$ cat src/hdl/adc_cfg_pkg.sv
// Purpose: Shared constants and carriers for the converter configuration bank
// Assumes: APB with 32-bit data, 16-bit registers in the low half of each word
// Notes: Printed offsets are register indices; byte address is four times index
package adc_cfg_pkg;
  localparam int unsigned ADDR_W = 12;
  localparam int unsigned REG_W = 16;
  localparam int unsigned NUM_REGS = 5;
  // Register indices
  localparam logic [9:0] IDX_PWR_AVG = 10'h0c4;
  localparam logic [9:0] IDX_LANE_CLK = 10'h0c5;
  localparam logic [9:0] IDX_START_A = 10'h0f4;
  localparam logic [9:0] IDX_START_B = 10'h0f6;
  localparam logic [9:0] IDX_DOWNCONV = 10'h0fb;
  // Own register holding the output data-rate select
  localparam logic [9:0] IDX_DATA_RATE = 10'h0c1;
  // Slot numbers inside the register memory
  localparam logic [2:0] SLOT_PWR_AVG = 3'h0;
  localparam logic [2:0] SLOT_LANE_CLK = 3'h1;
  localparam logic [2:0] SLOT_START_A = 3'h2;
  localparam logic [2:0] SLOT_START_B = 3'h3;
  localparam logic [2:0] SLOT_DOWNCONV = 3'h4;
  localparam logic [2:0] SLOT_DATA_RATE = 3'h5;
  localparam logic [2:0] SLOT_NONE = 3'h7;
  localparam logic [15:0] REG_RESET = 16'h0000;
  // Field positions
  localparam int unsigned POS_FULL_PD = 0;
  localparam int unsigned POS_AVG_C = 1;
  localparam int unsigned POS_AVG_B = 4;
  localparam int unsigned POS_SLOW_CLK = 2;
  localparam int unsigned POS_LANE_C = 9;
  localparam int unsigned POS_START = 1;
  localparam int unsigned POS_DC_EN = 0;
  localparam int unsigned POS_LANE_E = 1;
  localparam int unsigned POS_XOR_SRC = 2;
  localparam int unsigned POS_SYNC_MODE = 3;
  localparam int unsigned POS_DATA_RATE = 8;
  localparam int unsigned POS_XOR_EN = 9;

  typedef struct packed {
    logic full_power_down;
    logic [1:0] averaging_setup_b;
    logic averaging_setup_c;
    logic lane_timing_cfg_c;
    logic [1:0] slow_variant_clock_cfg;
    logic startup_step_a;
    logic startup_step_b;
    logic oscillator_sync_mode;
    logic xor_source;
    logic lane_timing_cfg_e;
    logic downconvert_enable;
    logic single_data_rate;
    logic xor_enable;
  } cfg_t;

  typedef struct packed {
    logic [17:0] sample;
    logic prbs_bit;
  } sample_t;
endpackage : adc_cfg_pkg

$ cat src/hdl/cfg_reg_mem.sv
// Purpose: Small register memory for the configuration bank
// Assumes: One write port, one registered read port
// Notes: Every word resets to zero so the chip starts powered up and idle
`timescale 1ns/100ps
module cfg_reg_mem #(
  parameter int unsigned DEPTH = 6,
  parameter int unsigned WIDTH = 16
) (
  input wire logic clk_i,
  input wire logic rst_n_i,
  input wire logic we_i,
  input wire logic [2:0] waddr_i,
  input wire logic [WIDTH-1:0] wdata_i,
  input wire logic [2:0] raddr_i,
  output logic [WIDTH-1:0] rdata_o,
  output logic [DEPTH*WIDTH-1:0] all_o
);
  logic [WIDTH-1:0] mem_q [DEPTH];
  logic [WIDTH-1:0] mem_d [DEPTH];
  logic [WIDTH-1:0] rdata_d;

  always_comb begin
    rdata_d = '0;
    for (int i = 0; i < DEPTH; i++) begin
      mem_d[i] = mem_q[i];
      if (we_i && waddr_i == 3'(i)) begin
        mem_d[i] = wdata_i;
      end
      if (raddr_i == 3'(i)) begin
        rdata_d = mem_q[i];
      end
    end
  end

  always_ff @(posedge clk_i) begin
    for (int i = 0; i < DEPTH; i++) begin
      if (!rst_n_i) begin
        mem_q[i] <= adc_cfg_pkg::REG_RESET;
      end else begin
        mem_q[i] <= mem_d[i];
      end
    end
    if (!rst_n_i) begin
      rdata_o <= '0;
    end else begin
      rdata_o <= rdata_d;
    end
  end

  always_comb begin
    for (int i = 0; i < DEPTH; i++) begin
      all_o[i*WIDTH +: WIDTH] = mem_q[i];
    end
  end
endmodule : cfg_reg_mem

$ cat src/hdl/adc_config_register_set.sv
// Purpose: APB configuration bank steering power, output scrambling and down conversion
// Assumes: Sample data shares the bank clock; the sync pin may be asynchronous and passes two flops
// Notes: Averaging, lane and startup fields are stored and exported only
//
// Notes on behaviour
// - Full power-down bit 1 powers the whole chip down; 0 runs normally.
// - With the down-converter enabled, sync mode 0 syncs oscillator on each pulse; 1 only the first.
// - Scramble source 0 appends random bit after LSB and XORs with it.
// - Scramble source 1 XORs output data with the conversion LSB.
// - Down-converter enable 1 runs the converter, 0 bypasses it.
// - All fields reset to zero.
// - Data rate bit 0 selects DDR output, 1 selects SDR.
`timescale 1ns/100ps
module adc_config_register_set (
  input wire logic clk_i,
  input wire logic rst_n_i,
  input wire logic psel,
  input wire logic penable,
  input wire logic pwrite,
  input wire logic [adc_cfg_pkg::ADDR_W-1:0] paddr,
  input wire logic [31:0] pwdata,
  input wire logic [3:0] pstrb,
  output logic [31:0] prdata,
  output logic pready,
  output logic pslverr,
  input wire logic sample_sync_pin_i,
  input wire logic sample_valid_i,
  input wire adc_cfg_pkg::sample_t sample_i,
  output logic [18:0] data_out_o,
  output logic data_out_valid_o,
  output logic chip_power_down_o,
  output logic oscillator_sync_o,
  output logic downconvert_enable_o,
  output logic single_data_rate_o,
  output adc_cfg_pkg::cfg_t cfg_o
);
  localparam int unsigned DEPTH = 6;

  // ----------------------------------------------------------------
  // APB decode
  // ----------------------------------------------------------------
  function automatic logic [2:0] slot_of(input logic [adc_cfg_pkg::ADDR_W-1:0] a);
    logic [9:0] idx;
    idx = a[11:2];
    if (a[1:0] != 2'h0) begin
      slot_of = adc_cfg_pkg::SLOT_NONE;
    end else begin
      case (idx)
        adc_cfg_pkg::IDX_PWR_AVG: slot_of = adc_cfg_pkg::SLOT_PWR_AVG;
        adc_cfg_pkg::IDX_LANE_CLK: slot_of = adc_cfg_pkg::SLOT_LANE_CLK;
        adc_cfg_pkg::IDX_START_A: slot_of = adc_cfg_pkg::SLOT_START_A;
        adc_cfg_pkg::IDX_START_B: slot_of = adc_cfg_pkg::SLOT_START_B;
        adc_cfg_pkg::IDX_DOWNCONV: slot_of = adc_cfg_pkg::SLOT_DOWNCONV;
        adc_cfg_pkg::IDX_DATA_RATE: slot_of = adc_cfg_pkg::SLOT_DATA_RATE;
        default: slot_of = adc_cfg_pkg::SLOT_NONE;
      endcase
    end
  endfunction : slot_of

  logic [2:0] slot;
  logic access;
  logic done_q;
  logic done_d;
  logic err_q;
  logic err_d;
  logic we;
  logic [15:0] wword;
  logic [15:0] rword;
  logic [15:0] cur_word;
  logic [DEPTH*16-1:0] regs;

  assign slot = slot_of(paddr);
  // Access phase answered one cycle after it starts: pready at second access cycle
  assign access = psel && penable && !done_q;

  always_comb begin
    done_d = access;
    err_d = access && slot == adc_cfg_pkg::SLOT_NONE;
    // Only writes strobing both low byte lanes (pstrb[1:0]) are taken so a register never holds a half update
    we = access && pwrite && slot != adc_cfg_pkg::SLOT_NONE && pstrb[1:0] == 2'h3;
    cur_word = regs[16*32'(slot == adc_cfg_pkg::SLOT_NONE ? 3'h0 : slot) +: 16];
    wword = pwdata[15:0];
  end

  always_ff @(posedge clk_i) begin
    if (!rst_n_i) begin
      done_q <= 1'b0;
      err_q <= 1'b0;
    end else begin
      done_q <= done_d;
      err_q <= err_d;
    end
  end

  cfg_reg_mem #(.DEPTH(DEPTH), .WIDTH(16)) u_mem (
    .clk_i(clk_i),
    .rst_n_i(rst_n_i),
    .we_i(we),
    .waddr_i(slot),
    .wdata_i(wword),
    .raddr_i(slot),
    .rdata_o(rword),
    .all_o(regs)
  );

  assign pready = done_q;
  assign pslverr = err_q;
  assign prdata = {16'h0000, rword};

  // ----------------------------------------------------------------
  // Field extraction
  // ----------------------------------------------------------------
  logic [15:0] r_pa;
  logic [15:0] r_lc;
  logic [15:0] r_sa;
  logic [15:0] r_sb;
  logic [15:0] r_dc;
  logic [15:0] r_dr;
  adc_cfg_pkg::cfg_t cfg_d;
  adc_cfg_pkg::cfg_t cfg_q;

  always_comb begin
    r_pa = regs[16*adc_cfg_pkg::SLOT_PWR_AVG +: 16];
    r_lc = regs[16*adc_cfg_pkg::SLOT_LANE_CLK +: 16];
    r_sa = regs[16*adc_cfg_pkg::SLOT_START_A +: 16];
    r_sb = regs[16*adc_cfg_pkg::SLOT_START_B +: 16];
    r_dc = regs[16*adc_cfg_pkg::SLOT_DOWNCONV +: 16];
    r_dr = regs[16*adc_cfg_pkg::SLOT_DATA_RATE +: 16];
    cfg_d.full_power_down = r_pa[adc_cfg_pkg::POS_FULL_PD];
    cfg_d.averaging_setup_b = r_pa[adc_cfg_pkg::POS_AVG_B +: 2];
    cfg_d.averaging_setup_c = r_pa[adc_cfg_pkg::POS_AVG_C];
    cfg_d.lane_timing_cfg_c = r_lc[adc_cfg_pkg::POS_LANE_C];
    cfg_d.slow_variant_clock_cfg = r_lc[adc_cfg_pkg::POS_SLOW_CLK +: 2];
    cfg_d.startup_step_a = r_sa[adc_cfg_pkg::POS_START];
    cfg_d.startup_step_b = r_sb[adc_cfg_pkg::POS_START];
    cfg_d.oscillator_sync_mode = r_dc[adc_cfg_pkg::POS_SYNC_MODE];
    cfg_d.xor_source = r_dc[adc_cfg_pkg::POS_XOR_SRC];
    cfg_d.lane_timing_cfg_e = r_dc[adc_cfg_pkg::POS_LANE_E];
    cfg_d.downconvert_enable = r_dc[adc_cfg_pkg::POS_DC_EN];
    cfg_d.single_data_rate = r_dr[adc_cfg_pkg::POS_DATA_RATE];
    cfg_d.xor_enable = r_dr[adc_cfg_pkg::POS_XOR_EN];
  end

  // ----------------------------------------------------------------
  // Sync pulse handling and output scrambling
  // ----------------------------------------------------------------
  logic sync_meta_q;
  logic sync_q;
  logic sync_prev_q;
  logic synced_once_q;
  logic synced_once_d;
  logic osc_sync_d;
  logic osc_sync_q;
  logic sync_edge;
  logic [18:0] out_d;
  logic [18:0] out_q;
  logic out_valid_d;
  logic out_valid_q;
  logic xbit;

  assign sync_edge = sync_q && !sync_prev_q;

  always_comb begin
    synced_once_d = synced_once_q;
    osc_sync_d = 1'b0;
    if (!cfg_q.oscillator_sync_mode) begin
      osc_sync_d = sync_edge;
      synced_once_d = 1'b0;
    end else if (sync_edge && !synced_once_q) begin
      osc_sync_d = 1'b1;
      synced_once_d = 1'b1;
    end
    if (!cfg_q.downconvert_enable || cfg_q.full_power_down) begin
      osc_sync_d = 1'b0;
    end
    xbit = cfg_q.xor_source ? sample_i.sample[0] : sample_i.prbs_bit;
    out_d = {sample_i.sample, 1'b0};
    if (cfg_q.xor_enable) begin
      if (cfg_q.xor_source) begin
        out_d = {sample_i.sample ^ {18{xbit}}, 1'b0};
      end else begin
        out_d = {sample_i.sample ^ {18{xbit}}, xbit};
      end
    end
    out_valid_d = sample_valid_i && !cfg_q.full_power_down;
    if (cfg_q.full_power_down) begin
      out_d = '0;
    end
  end

  always_ff @(posedge clk_i) begin
    if (!rst_n_i) begin
      sync_meta_q <= 1'b0;
      sync_q <= 1'b0;
      sync_prev_q <= 1'b0;
      synced_once_q <= 1'b0;
      osc_sync_q <= 1'b0;
      out_q <= '0;
      out_valid_q <= 1'b0;
      cfg_q <= '0;
    end else begin
      sync_meta_q <= sample_sync_pin_i;
      sync_q <= sync_meta_q;
      sync_prev_q <= sync_q;
      synced_once_q <= synced_once_d;
      osc_sync_q <= osc_sync_d;
      out_q <= out_d;
      out_valid_q <= out_valid_d;
      cfg_q <= cfg_d;
    end
  end

  assign cfg_o = cfg_q;
  assign chip_power_down_o = cfg_q.full_power_down;
  assign downconvert_enable_o = cfg_q.downconvert_enable;
  assign single_data_rate_o = cfg_q.single_data_rate;
  assign oscillator_sync_o = osc_sync_q;
  assign data_out_o = out_q;
  assign data_out_valid_o = out_valid_q;

  // ----------------------------------------------------------------
  // Checks
  // ----------------------------------------------------------------
  chk_pd_follows_reg: assert property (@(posedge clk_i) disable iff (!rst_n_i)
    ##1 chip_power_down_o == $past(r_pa[0]))
    else $error("power-down output does not follow register");
  chk_pd_blocks_data: assert property (@(posedge clk_i) disable iff (!rst_n_i)
    cfg_q.full_power_down |=> !data_out_valid_o)
    else $error("data valid while powered down");
  chk_sync_single: assert property (@(posedge clk_i) disable iff (!rst_n_i)
    (sync_edge && !cfg_q.oscillator_sync_mode && cfg_q.downconvert_enable
     && !cfg_q.full_power_down) |=> oscillator_sync_o)
    else $error("single pulse did not sync oscillator");
  chk_sync_first_only: assert property (@(posedge clk_i) disable iff (!rst_n_i)
    (cfg_q.oscillator_sync_mode && synced_once_q) |=> !oscillator_sync_o)
    else $error("periodic mode synced on a later pulse");
  chk_xor_prbs: assert property (@(posedge clk_i) disable iff (!rst_n_i)
    (cfg_q.xor_enable && !cfg_q.xor_source && !cfg_q.full_power_down) |=>
    data_out_o == {$past(sample_i.sample) ^ {18{$past(sample_i.prbs_bit)}},
                   $past(sample_i.prbs_bit)})
    else $error("random-bit scramble wrong");
  chk_xor_lsb: assert property (@(posedge clk_i) disable iff (!rst_n_i)
    (cfg_q.xor_enable && cfg_q.xor_source && !cfg_q.full_power_down) |=>
    data_out_o[18:1] == ($past(sample_i.sample) ^ {18{$past(sample_i.sample[0])}}))
    else $error("lsb scramble wrong");
  chk_dc_enable: assert property (@(posedge clk_i) disable iff (!rst_n_i)
    ##1 downconvert_enable_o == $past(r_dc[0]))
    else $error("down-converter enable does not follow register");
  chk_rate_sel: assert property (@(posedge clk_i) disable iff (!rst_n_i)
    ##1 single_data_rate_o == $past(r_dr[8]))
    else $error("data rate select does not follow register");
  chk_reset_zero: assert property (@(posedge clk_i)
    !rst_n_i |=> (cfg_o == '0 && regs == '0))
    else $error("fields not zero after reset");
  chk_write_read: assert property (@(posedge clk_i) disable iff (!rst_n_i)
    we |=> cur_word == $past(wword) || $past(slot) != slot)
    else $error("register did not take written word");
endmodule : adc_config_register_set

$ cat config.mk
export PLATFORM = sky130hd
export DESIGN_NAME = adc_config_register_set
export DESIGN_NICKNAME = d
export VERILOG_FILES = /design/src/hdl/adc_cfg_pkg.sv /design/src/hdl/cfg_reg_mem.sv /design/src/hdl/adc_config_register_set.sv
export SDC_FILE = /design/constraint.sdc
export NUM_CORES = 1
export LEC_CHECK = 0
export BUFFER_PORTS_ARGS = -buffer_cell sky130_fd_sc_hd__buf_4
export CAP_MARGIN = 20
export CORE_UTILIZATION = 45
export CTS_BUF_LIST = sky130_fd_sc_hd__clkbuf_8 sky130_fd_sc_hd__clkbuf_16
export CTS_CLUSTER_SIZE = 16
export DETAILED_ROUTE_END_ITERATION = 10
export PLACE_DENSITY_LB_ADDON = 0.05
export SETUP_SLACK_MARGIN = 0.2
export SLEW_MARGIN = 25
export SYNTH_ARGS = -nofsm -noshare
export SYNTH_HDL_FRONTEND = slang
export SYNTH_SLANG_ARGS = --single-unit
$ cat constraint.sdc
create_clock -name clk_i -period 2.4 [get_ports clk_i]
set_input_delay 0.12 -clock clk_i [delete_from_list [all_inputs] [get_ports clk_i]]
set_output_delay 0.12 -clock clk_i [all_outputs]
set_load 0.1 [all_outputs]
==> results.toml, run 1 <==
[status]
outcome = "completed"

[critical_path]
cp-end-kind = "register"
worst_setup_path_start_kind = "register"
path_class = "register to register"
crit_required_ns = 2.73
crit_fanout = 13
worstPathArrival_ns = 2.34

[yosys]
ys.flop_type = "dfxtp_1"
async_flop_share_pct = 0
yosys-top-cells-count = "217 x nand2_1, 154 x dfxtp_1, 86 x a21boi_0, 41 x o21ai_0, 35 x clkbuf_1"
synth_edf_count = 0
syn_inst = 767
synth_top_area_share_pct = 47.8
yosysMostFrequentCell = "nand2_1"
syn_avg_cell_area_um2 = 8.41
netlist_area_um2 = 6450
yosys-top-cells-area = "dfxtp_1 48%, nand2_1 13%, a21boi_0 10%, o21ai_0 3.2%, xor2_1 2.3%"
synth-seq-cells = 154
ys_warn_count = 0
synth_top_area_cell = "dfxtp_1"
ys_types = 51
yosysSeqAreaShare_pct = 47.8

[route]
antenna_left = 0
avgViaCountPerCell = 5.21
avgRoutedWirePerCell_um = 16.3
num_vias = 5755
wl_mm = 18.0
dr.first_iter.drc_count = 329
drt-pass1-iter-count = 5
drc = 0

[flow_run]
maxCapViolations = 0

[floorplan]
ios = 147
die_h_um = 122
die-area_um2 = 14800
die_w_um = 122
core_area_um2 = 13900
initial_core_util_pct = 46.3
rows = 43

[timing]
fin_crit_sh_pct = 83.6
skew_ns = 0.00473
worst_pin_slew_ns = 0.768
rsz0062_at_grt = "no"
min_period_ns = 2.01
hold_viol = 0
relSlewSlack_pct = 48.8
fmax_mhz = 499
fin_tns_setup_ns = 0
drv_slew = 0
timing.hold.ws_ns = 0.0129
finalSetupViolations = 0

[clocking]
cts_max_level = 4
clock-sinks = 154
cts.root.buffer_cell = "clkbuf_16"
numCtsBuffers = 17
clock_latency_ns = 0.42
cts_max_path_buffers = 2
cts_tree = "yes"
clk_pin_slew_ns = 0.06

[power]
power_density_nw_per_um2 = 734
cellLeakagePower_nw = 3.28
ir_worst_vdd_v = 0.000456
p_total_mw = 6.28

[finish]
n_antenna_cell = 0
fin_nets = 986
syn_to_final_growth_pct = 32.5
finalInstanceArea_um2 = 8550
fillers = 1199
drive_above_1_share_pct = 20.3
stdcell_count = 1105

[grt]
antenna_found_initial = 0
grt_usage_pct = 24.9
grt_max_degree = 71
gr-total-overflow = 0
grt_pass1_vias = 5536
grt_first_pass_wirelength_mm = 27.9

[place]
placed_area_um2 = 7520
port_buffers = 112
gp_congestion = 0.814
hpwl_mm = 12.1
dp.cells = 1039

[hold_path]
hold_class = "primary input to register"
[layout by cell type (no fill, tap or decap), drive strengths merged, types with 3 or more instances in the layout]
master,n
xor2,17
buf,147
a21oi,23
dfxtp,154
nor2b,3
o221ai,5
conb,16
nand4,7
bufinv,7
and2,22
a21o,11
nand2,217
o21ai,42
o21a,4
o2111ai,10
inv,4
nor3,3
nand3,5
a22oi,5
nor2,30
a21boi,97
nand2b,12
clkinv,4
clkbuf,18
dlygate4sd3,32
and3,5
mux2i,5
[critical path, cell delays in order, from the launching register on]
cell      delay, ns
dfxtp_2        0.31
and3b_1        0.21
nand4_1        0.18
nor3_1         0.26
buf_4          0.18
and3_1         0.32
buf_12         0.19
nand2_1        0.07
a21boi_0       0.20
[through the flow]
stage	setup WS [ns]	util (%)
global placement	0.214	54.0
CTS	0.239	61.2
detailed placement	0.102	54.0
floorplan	0.236	-
finish	0.394	61.4
global route	0.288	61.4
[area by class of cell]
| cell class | count | area, um^2 | area share [%] |
|---|---|---|---|
| clock inverter | 14 | 253 | 2.96 |
| tap | 180 | 225 | 2.63 |
| timing repair buffer | 179 | 1470 | 17.2 |
| clock buffer | 18 | 439 | 5.14 |
| multi-input combinational | 559 | 3070 | 35.9 |
| inverter | 1 | 3.75 | 0.0439 |
| sequential | 154 | 3090 | 36.1 |
[power breakdown]
group	total, mW	internal, mW	switching, mW
Combinational	0.578	0.177	0.400
Sequential	2.58	2.58	0.00585
Clock	3.12	2.07	1.05
Total	6.28	4.83	1.45
[cell families (layout without fill, tap and decap cells)]
logic type	Yosys count	count (layout)	share of synthesized area (%)
other	1	16	0.0581
xor gates and xnor gates	17	17	2.31
and+or+nand+nor	315	315	21.5
buffers and inverters	69	212	5.58
AOI/OAI and AO/OA	206	206	22.0
muxes	5	5	0.776
DFF	154	154	47.8
[worst paths after layout]
| kind | startpoint | endpoint | slack [ns] | cells after the start |
|---|---|---|---|---|
| min | pwdata[10] | u_mem.mem_q[5][10] | 0.01 | 3 |
| max | pready | u_mem.mem_q[0][12] | 0.39 | 8 |
| min reg2reg | sync_meta_q | sync_q | 0.44 | 1 |
| max reg2reg | pready | u_mem.mem_q[0][12] | 0.39 | 8 |
[sequential cells by signal (all words and copies together) (netlist names)]
| name | cells |
|---|---|
| oscillator_sync_o | 1 |
| sync_meta_q | 1 |
| downconvert_enable_o | 1 |
| pslverr | 1 |
| cfg_o | 12 |
| u_mem.rdata_o | 16 |
| synced_once_q | 1 |
| data_out_o | 19 |
| single_data_rate_o | 1 |
| pready | 1 |
| sync_q | 1 |
| u_mem.mem_q | 96 |
| sync_prev_q | 1 |
| chip_power_down_o | 1 |
| data_out_valid_o | 1 |
[per-layer routing]
layer | part of all wire (%) | track usage (%)
met5 | 0 | 0
met4 | 2.6 | 11.0
met3 | 5.4 | 4.59
met2 | 50 | 43.5
met1 | 42 | 29.6
[what timing repair did]
item	in CTS	in global routing
gates resized for setup	0	1
hold buffers	32	0
endpoints found under the setup margin	0	30
endpoints found under the hold margin	46	0
buffers inserted	0	2
(Power assumes the default switching activity.)
==> run 2: changes to the inputs <==
- ABC_AREA: not set -> 1
- clock period: 2.4 -> 1.9 ns (I/O delays scaled with it)
==> run 2 against run 1 <==
Net effect: combinational power is 25% higher; global-route usage fell by 2.5 points; non-clock buffer count grew 26; synthesized area rose by 8.1%; die area grew 8.0%; power increased by 20%; flip-flop and latch count unchanged; worst setup slack worse by 0.0089 ns; largest cell class unchanged; highest routed layer unchanged.
==> results.toml, run 2 <==
[status]
outcome = "completed"

[grt]
grt_first_pass_wirelength_mm = 28.1
gr-usage-met3_pct = 4.64
antenna_found_initial = 0
grt_pass1_vias = 5606
gr-total-overflow = 0
grt_max_degree = 51
grtUsageMet2_pct = 37.9
grt_usage_pct = 22.4
grt-busiest-layer = "met2"
use_met1_pct = 28.4

[timing]
finalSetupViolations = 0
fmax_mhz = 660
skew_ns = 0.00890
fin_tns_setup_ns = 0
rsz0062_at_grt = "no"
fin_crit_sh_pct = 79.7
min_period_ns = 1.51
drv_slew = 0
worst_slack_ns = 0.385
timing.hold.ws_ns = 0.0203
hold_viol = 0

[critical_path]
ff2ff_path_depth = 9
rrSetupSlack_ns = 0.40
crit_required_ns = 2.22
worstPathArrival_ns = 1.83
worst_setup_path_start_kind = "primary input"
r2r_start = "pready"
reg2reg_to = "u_mem.mem_q[5][0]"
path_class = "primary input to register"
cp-end-kind = "register"
crit_fanout = 22

[floorplan]
rows = 45
die_h_um = 127
initial_core_util_pct = 46.1
die-area_um2 = 16000
die_w_um = 127
ios = 147
core_area_um2 = 15100

[yosys]
netlist_area_um2 = 6980
async_flop_share_pct = 0
synth-seq-cells = 154
syn_avg_cell_area_um2 = 7.86
ys_types = 36
yosys-top-cells-area = "dfxtp_1 44%, inv_1 7.4%, nand2_1 5.3%, nor2_1 5.0%, a21oi_1 4.8%"
yosysSeqAreaShare_pct = 44.2
yosysMostFrequentCell = "dfxtp_1"
yosys-top-cells-count = "154 x dfxtp_1, 137 x inv_1, 98 x nand2_1, 93 x nor2_1, 67 x a21oi_1"
synth_top_area_cell = "dfxtp_1"
ys_warn_count = 0
synth_top_area_share_pct = 44.2
ys.flop_type = "dfxtp_1"
synth_edf_count = 0
syn_inst = 888

[finish]
largest_reg_flops = 96
n_antenna_cell = 0
finalInstanceArea_um2 = 9300
final_cell_mix = "155 x buf_4, 151 x dfxtp_1, 135 x inv_1, 98 x nand2_1, 91 x nor2_1"
finalCoreUtilization_pct = 61.4
fillers = 1349
layout_commonest_cell = "buf_4"
regMostFlops = "u_mem.mem_q"
stdcell_count = 1263
drive_above_1_share_pct = 26.7
syn_to_final_growth_pct = 33.3
fin_nets = 1136

[clocking]
clk_pin_slew_ns = 0.07
numCtsBuffers = 17
clock_latency_ns = 0.42
cts_tree = "yes"
cts_max_level = 4
cts_max_path_buffers = 2
clock-sinks = 154
cts.root.buffer_cell = "clkbuf_16"

[power]
power_density_nw_per_um2 = 811
cellLeakagePower_nw = 4.26
p_total_mw = 7.54
ir_worst_vdd_v = 0.000639

[route]
drc = 0
avgRoutedWirePerCell_um = 13.4
drt-pass1-iter-count = 4
antenna_left = 0
dr.first_iter.drc_count = 326
wl_mm = 16.9
avgViaCountPerCell = 4.77
num_vias = 6028

[hold_path]
hold_class = "primary input to register"
holdPathStages = 5
worstHoldStart = "penable"
hold_end = "pready"

[place]
pre_cts_ws_ns = -0.0588
gp_congestion = 0.773
port_buffers = 112
placed_area_um2 = 8300
hpwl_mm = 11.8
dp.cells = 1194

[flow_run]
maxCapViolations = 0
==> run 2: area by class of cell <==
class / instances / area [um^2] / area share [%]
Clock buffer: 18 / 439 / 4.72
Tap cell: 188 / 235 / 2.53
Sequential cell: 154 / 3090 / 33.2
Inverter: 147 / 557 / 5.99
Multi-Input combinational cell: 537 / 3000 / 32.2
Clock inverter: 14 / 183 / 1.96
Timing Repair Buffer: 205 / 1800 / 19.4
==> run 2: power by group <==
group          switching (mW)  internal [mW]
sequential            0.00781           3.25
combinational           0.518          0.207
clock                    1.42           2.14
==> run 2: worst max-delay path, stage by stage <==
cell,delay (ns)
buf_4,0.12
inv_2,0.05
nand2_1,0.07
buf_4,0.14
nor2_1,0.10
nand3_1,0.09
nand3_1,0.08
nor2_1,0.07
nor2_4,0.18
buf_4,0.18
nor2_8,0.05
buf_4,0.13
nand2_4,0.09
buf_12,0.17
a21oi_1,0.08
o21a_1,0.12
==> run 2: timing repair <==
action	4_1_cts	5_1_grt
hold endpoints to repair	77	0
endpoints found under the setup margin	0	18
hold buffers	36	0
resized for setup	0	4
setup buffers	0	1
==> run 2: logic make-up after synthesis <==
logic type | after synthesis | share of synthesized area [%]
compound gates | 218 | 20.4
buf+inv | 212 | 14.0
flops | 154 | 44.2
other cells | 1 | 0.0537
simple gates | 303 | 21.4
==> run 2: worst max path at each step <==
stage / start / to / cells after the start
final: paddr[3] / u_mem.mem_q[5][0] / 16
after global routing: paddr[10] / u_mem.rdata_o[15] / 18
after CTS: pready / u_mem.mem_q[5][0] / 9
after detailed placement: paddr[10] / u_mem.mem_q[5][0] / 17
after global placement: paddr[10] / u_mem.rdata_o[1] / 12
after floorplan: pready / u_mem.mem_q[4][10] / 9
==> run 2: routing by layer <==
layer,share of wire (%),up-vias
met5,0,-
met4,1.4,0
met3,4.1,16
li1,-,3172
met1,47,2703
met2,47,137
